==> src/sos_defs.svh <==
// constants for the standby and oscillator settle controller
`ifndef SOS_DEFS_SVH
`define SOS_DEFS_SVH
`define SOS_A_CTRL      8'h00
`define SOS_A_SEL       8'h04
`define SOS_A_STAT      8'h08
`define SOS_A_MODE      8'h0c
`define SOS_A_IST       8'h10
`define SOS_A_ICLR      8'h14
`define SOS_A_IEN       8'h18
`define SOS_B_RINGSTOP  0
`define SOS_B_CPURING   1
`define SOS_B_STOPREQ   2
`define SOS_B_HALTREQ   3
`define SOS_B_DEGR      4
`define SOS_EV_STOPIN   0
`define SOS_EV_READY    1
`define SOS_EV_DEGRADE  2
`define SOS_EV_W        3
`define SOS_SEL_W       3
`define SOS_SEL_RST     3'h4
`define SOS_SEL_MAX     3'h4
`define SOS_ST_W        5
`define SOS_CNT_W       16
`define SOS_THR_BASE    4
`define SOS_THR_STEP    2
`define SOS_RING_WAIT   5'h11
`define SOS_RING_W      5
`endif

==> src/sos_pkg.sv <==
// types shared by the standby controller modules
package sos_pkg;
	typedef enum logic [2:0] {SOS_BOOT, SOS_RUN, SOS_HALT, SOS_STOP, SOS_SETTLE} sos_mode_e;
	typedef enum logic [1:0] {SOS_IDLE, SOS_ARM, SOS_COUNT} sos_cnt_e;
endpackage

==> src/sos_settle_if.sv <==
// link between the mode controller and the settle counter
`timescale 1ns/1ps
`include "sos_defs.svh"
interface sos_settle_if;
	logic                  start;
	logic                  clr;
	logic [`SOS_SEL_W-1:0] sel;
	logic                  done;
	logic [`SOS_ST_W-1:0]  status;
	modport ctl (output start, clr, sel, input done, status);
	modport cnt (input start, clr, sel, output done, status);
endinterface

==> src/sos_standby_ctl.sv <==
// standby mode controller with settle wait, registers and interrupt
//
// The address map and the plain strobed port are this design's own decisions.
`timescale 1ns/1ps
`include "sos_defs.svh"
module sos_standby_ctl import sos_pkg::*; #(
	parameter bit RING_STOPPABLE = 1'b1   // build option: software may stop internal_ring_oscillator
) (
	input  wire logic        mclk,              // 100 MHz clock
	input  wire logic        rst_n,             // sync reset, active low
	input  wire logic [7:0]  regAddr,           // register address
	input  wire logic [31:0] regWdata,          // write data
	input  wire logic        regWr,             // write strobe
	input  wire logic        regRd,             // read strobe
	output logic      [31:0] regRdata,          // read data, cycle after strobe
	input  wire logic        irqPending,        // some request set and unmasked
	input  wire logic        crystalClockInput, // sampled crystal clock
	input  wire logic        ringTick,          // ring oscillator period pulse
	output logic             cpuRun,            // CPU may execute
	output logic             stopMode,          // in stop
	output logic             haltMode,          // in halt or degraded stop
	output logic             crystalEnable,     // crystal oscillator on
	output logic             ringOscEnable,     // ring oscillator on
	output logic             irq                // level interrupt
);
	sos_mode_e             state_q, state_d;
	logic                  cpuRing_q, cpuRing_d;
	logic                  ringEn_q, ringEn_d;
	logic                  degr_q, degr_d;
	logic [`SOS_SEL_W-1:0] sel_q, sel_d;
	logic [`SOS_EV_W-1:0]  ist_q, ist_d, ien_q, ien_d, ev;
	logic                  irq_q, irq_d;
	logic                  cpuRun_q, cpuRun_d;
	logic                  stop_q, stop_d;
	logic                  halt_q, halt_d;
	logic                  xtalEn_q, xtalEn_d;
	logic [31:0]           rdata_q, rdata_d;
	logic                  wrCtl, stopReq, haltReq;
	logic                  setStart, setClr, ringStart, ringDone;

	sos_settle_if settle ();

	sos_settle_counter u_counter (
		.mclk   (mclk),
		.rst_n  (rst_n),
		.xtalIn (crystalClockInput),
		.lnk    (settle.cnt)
	);

	sos_ring_wait u_ring (
		.mclk     (mclk),
		.rst_n    (rst_n),
		.start    (ringStart),
		.ringTick (ringTick),
		.done     (ringDone)
	);

	assign settle.start = setStart;
	assign settle.clr = setClr;
	assign settle.sel = sel_q;

	// mode sequencing and control bits
	always_comb begin
		state_d = state_q;
		cpuRing_d = cpuRing_q;
		ringEn_d = ringEn_q;
		degr_d = degr_q;
		sel_d = sel_q;
		ev = '0;
		setStart = 1'b0;
		setClr = 1'b0;
		ringStart = 1'b0;
		stopReq = 1'b0;
		haltReq = 1'b0;
		// control writes only land while running: the CPU is parked otherwise
		wrCtl = regWr && (regAddr == `SOS_A_CTRL) && (state_q == SOS_RUN);
		if (wrCtl) begin
			cpuRing_d = regWdata[`SOS_B_CPURING];
			// the internal_ring_oscillator cannot be stopped while it clocks the CPU
			if (RING_STOPPABLE && !regWdata[`SOS_B_CPURING]) ringEn_d = !regWdata[`SOS_B_RINGSTOP];
			stopReq = regWdata[`SOS_B_STOPREQ];
			haltReq = regWdata[`SOS_B_HALTREQ];
		end
		if (regWr && (regAddr == `SOS_A_SEL)) sel_d = regWdata[`SOS_SEL_W-1:0];
		case (state_q)
			SOS_BOOT: begin
				// reset release: settle wait too, counted from first oscillation
				setStart = 1'b1;
				state_d = SOS_SETTLE;
			end
			SOS_RUN: begin
				if (stopReq) begin
					setClr = 1'b1;
					if (irqPending) begin
						degr_d = 1'b1;
						ev[`SOS_EV_DEGRADE] = 1'b1;
						setStart = 1'b1;
						ringStart = cpuRing_d;
						state_d = SOS_SETTLE;
					end else begin
						ev[`SOS_EV_STOPIN] = 1'b1;
						state_d = SOS_STOP;
					end
				end else if (haltReq && !irqPending) begin
					state_d = SOS_HALT;
				end
			end
			SOS_HALT: if (irqPending) state_d = SOS_RUN;
			SOS_STOP: begin
				if (irqPending) begin
					setStart = 1'b1;
					ringStart = cpuRing_q;
					state_d = SOS_SETTLE;
				end
			end
			SOS_SETTLE: begin
				if (cpuRing_q ? ringDone : settle.done) begin
					state_d = SOS_RUN;
					degr_d = 1'b0;
					ev[`SOS_EV_READY] = 1'b1;
				end
			end
			default: state_d = SOS_BOOT;
		endcase
	end

	// interrupt bits, outputs and read data
	always_comb begin
		ien_d = ien_q;
		if (regWr && (regAddr == `SOS_A_IEN)) ien_d = regWdata[`SOS_EV_W-1:0];
		// a new event in the clearing cycle survives
		ist_d = ist_q | ev;
		if (regWr && (regAddr == `SOS_A_ICLR)) ist_d = (ist_q & ~regWdata[`SOS_EV_W-1:0]) | ev;
		irq_d = |(ist_d & ien_d);
		cpuRun_d = (state_d == SOS_RUN);
		stop_d = (state_d == SOS_STOP);
		halt_d = (state_d == SOS_HALT) || (state_d == SOS_SETTLE && degr_d);
		// crystal is off only in full stop
		xtalEn_d = (state_d != SOS_STOP);
		rdata_d = '0;
		if (regRd) begin
			case (regAddr)
				`SOS_A_CTRL: begin
					rdata_d[`SOS_B_RINGSTOP] = !ringEn_q;
					rdata_d[`SOS_B_CPURING] = cpuRing_q;
				end
				`SOS_A_SEL:  rdata_d[`SOS_SEL_W-1:0] = sel_q;
				`SOS_A_STAT: rdata_d[`SOS_ST_W-1:0] = settle.status;
				`SOS_A_MODE: begin
					rdata_d[2:0] = state_q;
					rdata_d[`SOS_B_DEGR] = degr_q;
				end
				`SOS_A_IST:  rdata_d[`SOS_EV_W-1:0] = ist_q;
				`SOS_A_IEN:  rdata_d[`SOS_EV_W-1:0] = ien_q;
				default:     rdata_d = '0;
			endcase
		end
	end

	always_ff @(posedge mclk) begin
		if (!rst_n) begin
			state_q <= SOS_BOOT;
			cpuRing_q <= 1'b0;
			ringEn_q <= 1'b1;
			degr_q <= 1'b0;
			sel_q <= `SOS_SEL_RST;
			ist_q <= '0;
			ien_q <= '0;
			irq_q <= 1'b0;
			cpuRun_q <= 1'b0;
			stop_q <= 1'b0;
			halt_q <= 1'b0;
			xtalEn_q <= 1'b1;
			rdata_q <= '0;
		end else begin
			state_q <= state_d;
			cpuRing_q <= cpuRing_d;
			ringEn_q <= ringEn_d;
			degr_q <= degr_d;
			sel_q <= sel_d;
			ist_q <= ist_d;
			ien_q <= ien_d;
			irq_q <= irq_d;
			cpuRun_q <= cpuRun_d;
			stop_q <= stop_d;
			halt_q <= halt_d;
			xtalEn_q <= xtalEn_d;
			rdata_q <= rdata_d;
		end
	end

	assign regRdata = rdata_q;
	assign cpuRun = cpuRun_q;
	assign stopMode = stop_q;
	assign haltMode = halt_q;
	assign crystalEnable = xtalEn_q;
	assign ringOscEnable = ringEn_q;
	assign irq = irq_q;

	property p_ring_locked;
		@(posedge mclk) disable iff (!rst_n)
		!ringEn_q |-> RING_STOPPABLE;
	endproperty
	a_ring_locked: assert property (p_ring_locked) else $error("internal_ring_oscillator stopped without option");
	property p_stop_keeps_ring;
		@(posedge mclk) disable iff (!rst_n)
		(state_q == SOS_STOP) |=> (ringEn_q == $past(ringEn_q));
	endproperty
	a_stop_keeps_ring: assert property (p_stop_keeps_ring) else $error("internal_ring_oscillator changed in stop");
	property p_degrade;
		@(posedge mclk) disable iff (!rst_n)
		(wrCtl && regWdata[`SOS_B_STOPREQ] && irqPending) |=> (state_q == SOS_SETTLE && degr_q) ##1 halt_q;
	endproperty
	a_degrade: assert property (p_degrade) else $error("pending request did not degrade stop");
	property p_clear_on_entry;
		@(posedge mclk) disable iff (!rst_n)
		(state_q == SOS_STOP && $past(state_q) != SOS_STOP) |-> (settle.status == '0 && stop_q);
	endproperty
	a_clear_on_entry: assert property (p_clear_on_entry) else $error("status not cleared at stop entry");
	property p_ring_resume;
		@(posedge mclk) disable iff (!rst_n)
		(state_q == SOS_SETTLE && cpuRing_q && !ringDone) |=> (state_q != SOS_RUN);
	endproperty
	a_ring_resume: assert property (p_ring_resume) else $error("CPU resumed before ring hold");
	// ring option checks, then sequencing checks around stop, halt and settle
	property p_ring_ignored;
		@(posedge mclk) disable iff (!rst_n)
		(wrCtl && !RING_STOPPABLE) |=> (ringEn_q == $past(ringEn_q));
	endproperty
	a_ring_ignored: assert property (p_ring_ignored) else $error("ring stop honoured without option");
	property p_ring_honoured;
		@(posedge mclk) disable iff (!rst_n)
		(wrCtl && RING_STOPPABLE && !regWdata[`SOS_B_CPURING])
			|=> (ringEn_q == !$past(regWdata[`SOS_B_RINGSTOP]));
	endproperty
	a_ring_honoured: assert property (p_ring_honoured) else $error("ring stop write not applied");
	property p_stop_entry;
		@(posedge mclk) disable iff (!rst_n)
		(wrCtl && regWdata[`SOS_B_STOPREQ] && !irqPending) |=> (state_q == SOS_STOP && stop_q && !xtalEn_q);
	endproperty
	a_stop_entry: assert property (p_stop_entry) else $error("stop request without pending not taken");
	property p_stop_hold;
		@(posedge mclk) disable iff (!rst_n)
		(state_q == SOS_STOP && !irqPending) |=> (state_q == SOS_STOP && stop_q && !xtalEn_q);
	endproperty
	a_stop_hold: assert property (p_stop_hold) else $error("stop left without request");
	property p_stop_exit;
		@(posedge mclk) disable iff (!rst_n)
		(state_q == SOS_STOP && irqPending) |=> (state_q == SOS_SETTLE && !stop_q && xtalEn_q);
	endproperty
	a_stop_exit: assert property (p_stop_exit) else $error("stop release did not start settle");
	property p_stop_zero;
		@(posedge mclk) disable iff (!rst_n)
		(state_q == SOS_STOP) |-> (settle.status == '0);
	endproperty
	a_stop_zero: assert property (p_stop_zero) else $error("status nonzero during stop");
	property p_settle_entry;
		@(posedge mclk) disable iff (!rst_n)
		(state_q == SOS_SETTLE && $past(state_q) != SOS_SETTLE) |-> (settle.status == '0);
	endproperty
	a_settle_entry: assert property (p_settle_entry) else $error("settle began with stale status");
	property p_boot;
		@(posedge mclk) disable iff (!rst_n)
		(state_q == SOS_BOOT) |=> (state_q == SOS_SETTLE);
	endproperty
	a_boot: assert property (p_boot) else $error("reset release skipped settle wait");
	property p_xtal_wait;
		@(posedge mclk) disable iff (!rst_n)
		(state_q == SOS_SETTLE && !cpuRing_q && !settle.done) |=> (state_q != SOS_RUN);
	endproperty
	a_xtal_wait: assert property (p_xtal_wait) else $error("CPU resumed before crystal settle");
	property p_xtal_done;
		@(posedge mclk) disable iff (!rst_n)
		(state_q == SOS_SETTLE && !cpuRing_q && settle.done) |=> (state_q == SOS_RUN && cpuRun_q);
	endproperty
	a_xtal_done: assert property (p_xtal_done) else $error("CPU not resumed after crystal settle");
	property p_done_sel;
		@(posedge mclk) disable iff (!rst_n)
		(settle.done && sel_q <= `SOS_SEL_MAX) |-> settle.status[sel_q];
	endproperty
	a_done_sel: assert property (p_done_sel) else $error("settle done before selected time");
	property p_ring_done;
		@(posedge mclk) disable iff (!rst_n)
		(state_q == SOS_SETTLE && cpuRing_q && ringDone) |=> (state_q == SOS_RUN && cpuRun_q);
	endproperty
	a_ring_done: assert property (p_ring_done) else $error("CPU not resumed after ring hold");
	property p_halt_wait;
		@(posedge mclk) disable iff (!rst_n)
		(state_q == SOS_HALT && !irqPending) |=> (state_q == SOS_HALT && halt_q && !cpuRun_q);
	endproperty
	a_halt_wait: assert property (p_halt_wait) else $error("halt left without request");
	property p_halt_exit;
		@(posedge mclk) disable iff (!rst_n)
		(state_q == SOS_HALT && irqPending) |=> (state_q == SOS_RUN && cpuRun_q);
	endproperty
	a_halt_exit: assert property (p_halt_exit) else $error("halt not cleared by request");
	property p_halt_refused;
		@(posedge mclk) disable iff (!rst_n)
		(wrCtl && regWdata[`SOS_B_HALTREQ] && !regWdata[`SOS_B_STOPREQ] && irqPending)
			|=> (state_q == SOS_RUN);
	endproperty
	a_halt_refused: assert property (p_halt_refused) else $error("halt taken with pending request");
	property p_degr_only_settle;
		@(posedge mclk) disable iff (!rst_n)
		degr_q |-> (state_q == SOS_SETTLE && halt_q);
	endproperty
	a_degr_only_settle: assert property (p_degr_only_settle) else $error("degraded flag outside settle");
endmodule

==> src/sos_settle_counter.sv <==
// crystal settle counter and its threshold status bits
`timescale 1ns/1ps
`include "sos_defs.svh"
module sos_settle_counter import sos_pkg::*; (
	input  wire logic mclk,        // system clock
	input  wire logic rst_n,       // sync reset, active low
	input  wire logic xtalIn,      // sampled crystal clock
	sos_settle_if.cnt lnk          // counter side
);
	sos_cnt_e              st_q, st_d;
	logic [`SOS_CNT_W-1:0] cnt_q, cnt_d;
	logic [`SOS_ST_W-1:0]  status_q, status_d, reached;
	logic                  xtalPrev_q, done_q, done_d;
	logic                  xtalRise;
	logic [`SOS_SEL_W-1:0] selClip;

	assign xtalRise = xtalIn && !xtalPrev_q;
	assign selClip = (lnk.sel > `SOS_SEL_MAX) ? `SOS_SEL_MAX : lnk.sel;
	genvar i;
	generate
		for (i = 0; i < `SOS_ST_W; i++) begin : g_thr
			assign reached[i] = cnt_q[`SOS_THR_BASE + `SOS_THR_STEP * i] && (i <= selClip);
		end
	endgenerate

	always_comb begin
		st_d = st_q;
		cnt_d = cnt_q;
		status_d = status_q;
		done_d = 1'b0;
		case (st_q)
			SOS_ARM: if (xtalRise) st_d = SOS_COUNT;
			SOS_COUNT: begin
				if (xtalRise) cnt_d = cnt_q + 1'b1;
				status_d = status_q | reached;
				if (status_q[selClip]) begin
					st_d = SOS_IDLE;
					done_d = 1'b1;
				end
			end
			default: st_d = SOS_IDLE;
		endcase
		if (lnk.clr || lnk.start) begin
			status_d = '0;
			cnt_d = '0;
			st_d = lnk.start ? SOS_ARM : SOS_IDLE;
		end
	end

	always_ff @(posedge mclk) begin
		if (!rst_n) begin
			st_q <= SOS_IDLE;
			cnt_q <= '0;
			status_q <= '0;
			xtalPrev_q <= 1'b0;
			done_q <= 1'b0;
		end else begin
			st_q <= st_d;
			cnt_q <= cnt_d;
			status_q <= status_d;
			xtalPrev_q <= xtalIn;
			done_q <= done_d;
		end
	end
	assign lnk.status = status_q;
	assign lnk.done = done_q;

	property p_thermo;
		@(posedge mclk) disable iff (!rst_n)
		(((status_q + 1'b1) & status_q) == '0) && ((status_q & $past(status_q)) == $past(status_q) || $past(lnk.clr || lnk.start));
	endproperty
	a_thermo: assert property (p_thermo) else $error("status bits not set in order");
	property p_sel_bound;
		@(posedge mclk) disable iff (!rst_n)
		(st_q == SOS_COUNT) |-> ((status_q >> (selClip + 1)) == '0);
	endproperty
	a_sel_bound: assert property (p_sel_bound) else $error("status beyond selected time");
	property p_arm;
		@(posedge mclk) disable iff (!rst_n)
		(st_q == SOS_ARM && !xtalRise && !lnk.start && !lnk.clr) |=> (cnt_q == '0 && st_q == SOS_ARM);
	endproperty
	a_arm: assert property (p_arm) else $error("counted before oscillation");
endmodule

==> src/sos_ring_wait.sv <==
// hold count of ring oscillator periods after stop release
`timescale 1ns/1ps
`include "sos_defs.svh"
module sos_ring_wait (
	input  wire logic mclk,      // system clock
	input  wire logic rst_n,     // sync reset, active low
	input  wire logic start,     // begin a hold
	input  wire logic ringTick,  // one pulse per ring period
	output logic      done       // hold over, one cycle
);
	logic [`SOS_RING_W-1:0] cnt_q, cnt_d;
	logic                   busy_q, busy_d, done_q, done_d;

	always_comb begin
		cnt_d = cnt_q;
		busy_d = busy_q;
		done_d = 1'b0;
		if (start) begin
			cnt_d = '0;
			busy_d = 1'b1;
		end else if (busy_q && ringTick) begin
			cnt_d = cnt_q + 1'b1;
			if (cnt_q == `SOS_RING_WAIT - 1'b1) begin
				busy_d = 1'b0;
				done_d = 1'b1;
			end
		end
	end

	always_ff @(posedge mclk) begin
		if (!rst_n) begin
			cnt_q <= '0;
			busy_q <= 1'b0;
			done_q <= 1'b0;
		end else begin
			cnt_q <= cnt_d;
			busy_q <= busy_d;
			done_q <= done_d;
		end
	end
	assign done = done_q;

	property p_ring_hold;
		@(posedge mclk) disable iff (!rst_n)
		done_q |-> (cnt_q == `SOS_RING_WAIT && $past(ringTick) && !busy_q);
	endproperty
	a_ring_hold: assert property (p_ring_hold) else $error("ring hold not 17 periods");
endmodule

==> config.mk <==
export PLATFORM = sky130hd
export DESIGN_NAME = sos_standby_ctl
export DESIGN_NICKNAME = d
export VERILOG_FILES = /design/src/sos_pkg.sv /design/src/sos_settle_if.sv /design/src/sos_standby_ctl.sv /design/src/sos_settle_counter.sv /design/src/sos_ring_wait.sv
export VERILOG_INCLUDE_DIRS = /design/src /design/src/src
export SDC_FILE = /design/constraint.sdc
export NUM_CORES = 1
export LEC_CHECK = 0
export BUFFER_PORTS_ARGS = -buffer_cell sky130_fd_sc_hd__buf_4
export CORE_MARGIN = 2
export CORE_UTILIZATION = 47
export DETAILED_ROUTE_END_ITERATION = 8
export PLACE_DENSITY = 0.74
export SLEW_MARGIN = 0
export SYNTH_ARGS = -nofsm -noshare
export SYNTH_HDL_FRONTEND = slang
export SYNTH_SLANG_ARGS = --single-unit
==> constraint.sdc <==
create_clock -name mclk -period 3.3 [get_ports mclk]
set_input_delay 0.33 -clock mclk [delete_from_list [all_inputs] [get_ports mclk]]
set_output_delay 0.33 -clock mclk [all_outputs]
set_load 0.01 [all_outputs]
==> results of run 1 <==
layout by cell type (no fill, tap or decap), drive strengths merged, types with 9 or more instances in the layout:
cell,count
mux2i,11
conb,27
buf,30
nor2b,12
nand3,10
nand2,19
dfxtp,54
nor2,33
xor2,11
nand4,12
a21oi,16
a21boi,9
worst paths after layout:
| check | to | depth (start not counted) |
|---|---|---|
| worst min register to register | u_ring.done | 2 |
| worst max register to register | irq | 5 |
| worst min-delay path | u_counter.xtalPrev_q | 2 |
| worst max-delay path | irq | 5 |
kinds of logic (layout without fill, tap and decap cells):
kind of cell / count (synthesis) / count (layout) / share of synthesized area
flops: 54 / 54 / 0.3982
buf+inv: 44 / 44 / 0.1032
mux: 13 / 13 / 0.05300
other cells: 1 / 27 / 0.001381
xor+xnor: 15 / 15 / 0.04838
fa+ha+maj: 3 / 3 / 0.01383
compound gates: 50 / 50 / 0.1281
simple gates: 119 / 119 / 0.2539
through the flow:
stage	area [sq um]	worst slack [ns]
3_5_place_dp	2870	1.314
4_1_cts	3013	1.490
3_3_place_gp	2870	1.316
6_report	3013	1.447
5_1_grt	3013	1.319
2_1_floorplan	2813	1.659
final cells by class:
cell class,count,area share
Multi-Input combinational cell,227,0.4817
Sequential cell,54,0.3588
Inverter,6,0.007475
Clock buffer,6,0.02741
Clock inverter,2,0.01993
Timing Repair Buffer,30,0.07475
Tap cell,72,0.02990
registers in the layout (all words and copies together) (netlist names), 2 cells and up:
| register | count |
|---|---|
| u_ring.cnt_q | 5 |
| state_q | 3 |
| ist_q | 3 |
| u_counter.cnt_q | 13 |
| u_counter.lnk.status | 5 |
| u_counter.st_q | 2 |
| sel_q | 3 |
| regRdata | 5 |
| ien_q | 3 |
metal layers:
| metal | global-route usage | vias to the layer above | wire, microns |
|---|---|---|---|
| met2 | 0.2550 | 71 | 2381 |
| li1 | - | 1037 | - |
| met4 | 0.05085 | 0 | 42 |
| met1 | 0.2142 | 982 | 2349 |
| met5 | 0 | - | 0 |
| met3 | 0.04072 | 6 | 350 |
power by group through the flow:
stage / logic, mW / clock network [mW] / registers, mW
final: 0.0782 / 0.533 / 0.657
after global routing: 0.0855 / 0.572 / 0.658
after CTS: 0.0775 / 0.547 / 0.657
after detailed placement: 0.0773 / 0 / 0.672
after global placement: 0.0760 / 0 / 0.672
after floorplan: 0.0721 / 0 / 0.670
critical path, stage by stage (launching register included):
cell	delay, ns
dfxtp_1	0.49
nor3b_2	0.38
nand4_1	0.30
o2bb2ai_1	0.27
nor2b_1	0.18
o31a_1	0.17
==> impl_metrics.py, run 1 <==
metrics = {
    "timing": {
        "final_hold_viol_count": 0,
        "rsz0062_at_grt": "false",
        "skew_ns": 0.003030,
        "hold_ws_ns": 0.2427,
        "tns_ns": 0,
        "layout_min_cycle_time_ns": 1.853,
        "timing.fmax_mhz": 539.6,
        "drv_slew": 0,
        "setup_viol": 0,
        "fin_crit_sh": 0.5616,
    },
    "final_layout": {
        "num-fill-cells": 515,
        "area_delta_synth_final_pct": 10.97,
        "layout-drive-gt1-share": 0.1538,
        "antenna_cells": 0,
        "ff_latch_area_sq_um": 1081,
        "nNetsFinal": 374,
        "finish.utilization": 0.5438,
        "final_cell_count_no_fill": 397,
        "multiInputGateArea_sq_um": 1451,
    },
    "grt": {
        "grtUsageTotal": 0.1609,
        "grt_pass1_wl_microns": 8197,
        "grt_overflow": 0,
        "grt_max_degree": 25,
        "antenna_found_initial": 0,
        "grt_pass1_vias": 1836,
    },
    "clock_network": {
        "cts_tree": "built",
        "numCtsBuffers": 5,
        "insertion_delay_ns": 0.30,
        "ctsHoldBuffers": 0,
        "postCtsSetupBuffers": 0,
        "clkTransAtPathRegs_ns": 0.09,
        "cts-root-buf": "clkbuf_8",
        "h-tree-depth": 2,
        "clk_path_buf_depth": 2,
        "cts_resized": 0,
        "clock-sinks": 54,
    },
    "placed_design": {
        "place_congestion": 0.8001,
        "io_buffers": 29,
        "dp.cells": 389,
        "dp_hpwl_microns": 3825,
    },
    "floorplan": {
        "placementRows": 27,
        "core-area_sq_um": 5540,
        "pin_count": 85,
        "die_w_microns": 80.01,
        "dieArea_sq_um": 6401,
        "start_util": 0.4901,
        "die_h_microns": 80.01,
    },
    "routing": {
        "ant_nets": 0,
        "wl_per_cell_microns": 12.91,
        "vias": 2096,
        "routed_wl_microns": 5124,
        "viasPerCell": 5.280,
        "dr.pass1.iters": 4,
        "drtIter0Drc": 101,
        "drcViolationCount": 0,
    },
    "synthesis": {
        "ys_top_cells_by_count": "dfxtp_1 (54), nor2_1 (33), buf_4 (28)",
        "syn_avg_cell_area_sq_um": 9.081,
        "yosysMostFrequentCell": "dfxtp_1",
        "yosysSeqAreaShare": 0.3982,
        "synth_area_sq_um": 2715,
        "postSynthCellCount": 299,
        "ys_types": 51,
        "yosysTopAreaCell": "dfxtp_1",
        "synth_edf_count": 0,
        "ys_async_sr_fraction": 0,
        "synthFlopType": "dfxtp_1",
        "synth_seq_cells": 54,
        "synth_top_area_frac": 0.3982,
        "yosys_warnings": 0,
        "synthTopCellsByArea": "dfxtp_1 (40%), buf_4 (7.7%), nor2_1 (4.6%), mux2i_1 (4.1%), xor2_1 (3.5%)",
    },
    "pwr": {
        "ir_drop_mv": 0.2461,
        "power.leakage_nw": 1.190,
        "p_seq_frac": 0.518,
        "p_comb_frac": 0.062,
        "power_mw": 1.268,
        "power_density_nw_per_um2": 420.9,
        "p_int_mw": 1.005,
        "switchingPower_uw": 263.0,
        "swShare": 0.2074,
        "pwr-share-clk": 0.420,
    },
    "critical_path": {
        "startpoint_type": "flop",
        "cp_max_fo": 7,
        "critical_path.startpoint": "state_q[0]",
        "critical_path_required_ns": 3.54,
        "timing.rr.start": "state_q[0]",
        "end_kind": "flop",
        "crit_type": "flop to flop",
        "reg2reg_slack_ns": 1.45,
        "cp.arrival_ns": 2.10,
    },
    "min_path": {
        "min_from": "crystalClockInput",
        "worstHoldPathType": "primary input to flop",
    },
    "outcome": {
        "outcome": "finished clean",
    },
    "run": {
        "max_cap_violations": 0,
    },
}
No activity file was read; power rests on OpenSTA's default activity.
==> inputs of run 2 (changes only) <==
Settings changed: ABC_AREA from default to 1.
Clock period 3.3 ns to 1.9 ns, I/O delays scaled along.
==> run 2 against run 1 <==
  * Register-to-register slack worse by 1.1 ns
  * Synthesized area is 4.1% higher
  * Synthesized cell count is 26% higher
  * Routed wire length is 0.33% higher
  * Sequential share of layout area is 1.2 points lower
  * Worst hold slack worse by 0.17 ns
  * Global-route usage is 0.79 points higher
  * Clock power is 25% higher
  * Clock skew is 0.0091 ns higher
==> impl_metrics.py, run 2 <==
metrics = {
    "timing": {
        "setup_ws_ns": 0.3356,
        "tightest_slew_ns": 0.5544,
        "relSlewSlack": 0.6300,
        "drv_slew": 0,
        "skew_ns": 0.01215,
        "final_hold_viol_count": 0,
        "fin_crit_sh": 0.8233,
        "tns_ns": 0,
        "layout_min_cycle_time_ns": 1.564,
        "setup_viol": 0,
        "timing.fmax_mhz": 639.2,
        "rsz0062_at_grt": "false",
    },
    "clock_network": {
        "numCtsBuffers": 5,
        "h-tree-depth": 2,
        "postCtsSetupBuffers": 0,
        "clkTransAtPathRegs_ns": 0.11,
        "cts-root-buf": "clkbuf_8",
        "cts_resized": 0,
        "clock-sinks": 54,
        "ctsHoldBuffers": 0,
        "clk_path_buf_depth": 2,
        "cts_tree": "built",
        "insertion_delay_ns": 0.31,
    },
    "routing": {
        "vias": 2291,
        "drtIter0Drc": 123,
        "wl_per_cell_microns": 10.56,
        "ant_nets": 0,
        "drcViolationCount": 0,
        "viasPerCell": 4.704,
        "routed_wl_microns": 5141,
        "dr.pass1.iters": 4,
    },
    "floorplan": {
        "placementRows": 28,
        "dieArea_sq_um": 6647,
        "core-area_sq_um": 5851,
        "die_h_microns": 81.53,
        "start_util": 0.4829,
        "pin_count": 85,
        "die_w_microns": 81.53,
    },
    "grt": {
        "grt_overflow": 0,
        "grtUsageTotal": 0.1688,
        "grt_max_degree": 20,
        "antenna_found_initial": 0,
        "grt_pass1_wl_microns": 8728,
        "grt_pass1_vias": 2090,
    },
    "final_layout": {
        "largest_reg_flops": 13,
        "layout-drive-gt1-share": 0.1796,
        "fin_area_sq_um": 3114,
        "antenna_cells": 0,
        "largest-register": "u_counter.cnt_q",
        "final_common_cell": "nand2_1",
        "nNetsFinal": 461,
        "area_delta_synth_final_pct": 10.23,
        "layout_common_cells": "nand2_1 (71), dfxtp_1 (54), nor2_1 (53)",
    },
    "critical_path": {
        "cp.arrival_ns": 1.78,
        "critical_path_required_ns": 2.11,
        "startpoint_type": "flop",
        "rr_worst_depth": 10,
        "reg2reg_slack_ns": 0.34,
        "cp_max_fo": 6,
        "end_kind": "flop",
        "timing.rr.start": "u_counter.st_q[0]",
        "crit_type": "flop to flop",
        "r2r_end": "u_counter.cnt_q[12]",
    },
    "synthesis": {
        "synth_edf_count": 0,
        "postSynthCellCount": 378,
        "yosysMostFrequentCell": "nand2_1",
        "synthFlopType": "dfxtp_1",
        "synth_top_area_frac": 0.3826,
        "ys_top_cells_by_count": "nand2_1 (71), dfxtp_1 (54), nor2_1 (53)",
        "yosysTopAreaCell": "dfxtp_1",
        "syn_avg_cell_area_sq_um": 7.474,
        "yosysSeqAreaShare": 0.3826,
        "synthTopCellsByArea": "dfxtp_1 (38%), nand2_1 (9.4%), buf_4 (7.2%), nor2_1 (7.0%), inv_1 (6.0%)",
        "yosys_warnings": 0,
        "ys_types": 40,
        "synth_seq_cells": 54,
        "synth_area_sq_um": 2825,
        "ys_async_sr_fraction": 0,
    },
    "pwr": {
        "swShare": 0.2555,
        "p_seq_frac": 0.584,
        "ir_drop_mv": 0.3184,
        "p_int_mw": 1.456,
        "p_comb_frac": 0.076,
        "power.leakage_nw": 1.395,
        "switchingPower_uw": 499.9,
        "pwr-share-clk": 0.340,
        "power_density_nw_per_um2": 628.1,
    },
    "placed_design": {
        "place_congestion": 0.8484,
        "dp_hpwl_microns": 4088,
        "place_area_sq_um": 3019,
        "dp_slack_ns": 0.3354,
        "io_buffers": 29,
    },
    "min_path": {
        "worstHoldPathType": "primary input to flop",
        "hold_end": "u_counter.xtalPrev_q",
        "min_from": "crystalClockInput",
        "whs_path_depth": 3,
    },
    "outcome": {
        "outcome": "finished clean",
    },
    "run": {
        "max_cap_violations": 0,
    },
}
==> run 2: changes by cell type after synthesis, moves of 9 or more <==
cell,before,now
a21boi_0,9,0
inv_1,6,45
mux2i_1,11,1
nand2_1,19,71
nand4_1,11,0
nor2_1,33,53
nor2b_1,12,0
==> run 2: how the worst max path moves through the flow <==
| stage | startpoint | end | slack [ns] | cells after the start |
|---|---|---|---|---|
| finish | u_counter.st_q[0] | u_counter.cnt_q[12] | 0.34 | 10 |
| global route | u_counter.st_q[0] | u_counter.cnt_q[12] | 0.14 | 10 |
| CTS | state_q[2] | u_ring.cnt_q[2] | 0.33 | 10 |
| detailed placement | regAddr[7] | regRdata[1] | 0.34 | 8 |
| global placement | state_q[2] | u_ring.cnt_q[2] | 0.38 | 10 |
| floorplan | u_counter.cnt_q[0] | u_counter.cnt_q[12] | 0.54 | 8 |
==> run 2: cell families (layout without fill, tap and decap cells) <==
group,after synthesis,in the layout,share of synthesized area
other,1,27,0.001327
buffers and inverters,80,88,0.1453
AND/OR/NAND/NOR,184,184,0.3304
AO/OA/AOI/OAI,42,42,0.08326
adder cells (fa/ha/maj),3,3,0.01329
multiplexers,1,1,0.003543
XOR/XNOR,13,13,0.04030
flip-flops,54,54,0.3826
==> run 2: final cells by class <==
class | instances | area, sq um
Fill cell | 570 | 2736
Tap cell | 75 | 93.84
Multi-Input combinational cell | 270 | 1431
Timing Repair Buffer | 30 | 225.2
Inverter | 50 | 187.7
Clock buffer | 5 | 68.82
Sequential cell | 54 | 1081
Clock inverter | 3 | 26.28
==> run 2: critical path: stages (launching register included) <==
cell	delay, ns
dfxtp_1	0.31
inv_1	0.06
nand2_1	0.09
inv_2	0.14
nand2_4	0.09
nor2_2	0.12
nand3_1	0.14
nor2_1	0.21
nand3_1	0.12
xor2_1	0.14
nor2_1	0.05
==> run 2: metrics by stage <==
stage	utilization	instances	hold slack [ns]	power, mW
finish	0.5323	487	0.06929	1.956
CTS	0.5323	487	0.05652	1.984
global placement	0.5160	479	0.3825	1.315
floorplan	-	404	0.2876	1.303
global route	0.5323	487	0.07580	2.055
detailed placement	0.5160	479	0.3870	1.317
==> run 2: metal layers <==
layer,global-route usage,vias up,part of all wire
met2,0.2943,59,0.48
li1,-,1198,-
met4,0.05424,0,0.018
met3,0.04505,9,0.055
met1,0.2010,1025,0.45
met5,0,-,0
==> run 2: power by group through the flow <==
stage | sequential, mW | clock, mW | combinational, mW
final | 1.14 | 0.665 | 0.150
after global routing | 1.14 | 0.742 | 0.170
after CTS | 1.14 | 0.692 | 0.150
after floorplan | 1.17 | 0 | 0.136
after detailed placement | 1.17 | 0 | 0.149
after global placement | 1.17 | 0 | 0.147
==> inputs of run 3 (changes only) <==
Settings changed: ABC_AREA 1 to 0.
Clock period 1.9 ns to 1.64 ns, I/O delays scaled along.
==> run 3 against run 2 <==
  * Final area increased by 2.2%
  * Clock skew decreased by 0.0047 ns
  * Cell count decreased by 15%
  * Via count decreased by 7.6%
  * Combinational power increased by 17%
==> impl_metrics.py, run 3 (same netlist as run 1, synthesis figures left out) <==
metrics = {
    "outcome": {
        "outcome": "finished clean",
    },
    "timing": {
        "drv_slew": 0,
        "fin_crit_sh": 0.9730,
        "hold_ws_ns": 0.08224,
        "tns_ns": 0,
        "final_hold_viol_count": 0,
        "timing.fmax_mhz": 626.7,
        "layout_min_cycle_time_ns": 1.596,
        "setup_viol": 0,
        "rsz0062_at_grt": "true",
        "skew_ns": 0.007472,
        "setup_ws_ns": 0.04427,
    },
    "final_layout": {
        "layout-drive-gt1-share": 0.2274,
        "layout_common_cells": "dfxtp_1 (51), buf_4 (46), nor2_1 (33)",
        "num-fill-cells": 503,
        "largest-register": "u_counter.cnt_q",
        "final_cell_count_no_fill": 415,
        "area_delta_synth_final_pct": 17.19,
        "nNetsFinal": 392,
        "antenna_cells": 0,
        "largest_reg_flops": 13,
        "fin_area_sq_um": 3182,
        "final_common_cell": "dfxtp_1",
    },
    "routing": {
        "drtIter0Drc": 102,
        "ant_nets": 0,
        "wl_per_cell_microns": 12.38,
        "viasPerCell": 5.104,
        "vias": 2118,
        "drcViolationCount": 0,
        "routed_wl_microns": 5137,
        "dr.pass1.iters": 4,
    },
    "critical_path": {
        "critical_path_required_ns": 1.89,
        "r2r_end": "u_counter.cnt_q[11]",
        "crit_type": "flop to flop",
        "cp_max_fo": 7,
        "reg2reg_slack_ns": 0.04,
        "end_kind": "flop",
        "rr_worst_depth": 5,
        "timing.rr.start": "u_counter.xtalPrev_q",
        "cp.arrival_ns": 1.84,
        "startpoint_type": "flop",
    },
    "min_path": {
        "hold_end": "u_counter.xtalPrev_q",
        "min_from": "crystalClockInput",
        "whs_path_depth": 2,
        "worstHoldPathType": "primary input to flop",
    },
    "grt": {
        "antenna_found_initial": 0,
        "grt_pass1_wl_microns": 8507,
        "grt_pass1_vias": 1898,
        "grtUsageTotal": 0.1696,
        "grt_overflow": 0,
        "grt_max_degree": 25,
    },
    "pwr": {
        "power.leakage_nw": 1.280,
        "ir_drop_mv": 0.4484,
        "power_density_nw_per_um2": 744.1,
    },
    "floorplan": {
        "dieArea_sq_um": 6401,
        "core-area_sq_um": 5540,
        "die_h_microns": 80.01,
        "pin_count": 85,
        "start_util": 0.4901,
        "die_w_microns": 80.01,
        "placementRows": 27,
    },
    "placed_design": {
        "dp_slack_ns": -0.1189,
        "io_buffers": 29,
        "place_congestion": 0.8039,
        "place_area_sq_um": 3023,
        "dp.cells": 406,
        "dp_hpwl_microns": 3868,
    },
    "clock_network": {
        "h-tree-depth": 2,
        "clk_path_buf_depth": 2,
        "clkTransAtPathRegs_ns": 0.09,
        "cts_tree": "built",
        "numCtsBuffers": 5,
        "insertion_delay_ns": 0.31,
        "cts-root-buf": "clkbuf_8",
        "clock-sinks": 54,
    },
    "run": {
        "max_cap_violations": 0,
    },
}
-- run 3: changes by cell type in the layout (fill, tap and decap cells not counted), sizes merged, moves of 5 or more --
cell,before,now
nand2,81,19
inv,52,6
nor2,65,33
buf,30,48
nor2b,0,12
nand3,21,10
nand4,1,12
mux2i,1,11
a21boi,0,9
and2,0,8
a21oi,22,16
o21ai,13,8
-- run 3: area by class of cell --
type | count | area [sq um] | area share
clock inverters | 3 | 40.04 | 0.01258
inverters | 6 | 22.52 | 0.007078
multi-input cells | 227 | 1488 | 0.4676
repair buffers | 48 | 385.4 | 0.1211
clock buffers | 5 | 68.82 | 0.02163
well taps | 72 | 90.09 | 0.02831
flip-flops and latches | 54 | 1087 | 0.3417
-- run 3: critical path: stages, from the launching register on --
cell and delay, ns:
dfxtp_2 0.33, nor4bb_2 0.26, buf_4 0.19, nand4_1 0.22
or3_4 0.43, a21oi_2 0.11
-- run 3: timing repair --
item,CTS,global route
pin swaps,0,6
resized for setup,0,17
setup buffers,0,1
setup endpoints to repair,6,28
hold buffers,0,0
-- run 3: stage by stage --
stage	total power [mW]	utilization
2_1_floorplan	1.494	-
3_3_place_gp	1.520	0.5456
3_5_place_dp	1.521	0.5456
4_1_cts	2.386	0.5653
5_1_grt	2.455	0.5743
6_report	2.367	0.5743
-- run 3: worst max-delay path by stage --
stage	from	to	slack, ns	cells past startpoint
global route	u_counter.xtalPrev_q	u_counter.cnt_q[11]	-0.10	5
CTS	state_q[0]	u_ring.done	-0.02	5
global placement	regAddr[3]	u_ring.done	-0.03	6
floorplan	state_q[2]	u_ring.done	0.11	6
finish	u_counter.xtalPrev_q	u_counter.cnt_q[11]	0.04	5
detailed placement	regAddr[3]	stopMode	-0.12	6
-- run 3: report_power, final --
| group | total (mW) | leakage [nW] | switching (mW) | internal [mW] |
|---|---|---|---|---|
| registers | 1.32 | 0.437 | 0.00459 | 1.31 |
| logic | 0.176 | 0.785 | 0.106 | 0.0702 |
| clock network | 0.872 | 0.0579 | 0.423 | 0.450 |
| total | 2.37 | 1.28 | 0.533 | 1.83 |
-- run 3: per-layer routing --
layer | vias to the layer above | track usage | share of wire
li1 | 1067 | - | -
met2 | 47 | 0.2683 | 0.46
met3 | 5 | 0.03846 | 0.056
met5 | - | 0 | 0
met4 | 0 | 0.05932 | 0.012
met1 | 999 | 0.2266 | 0.47
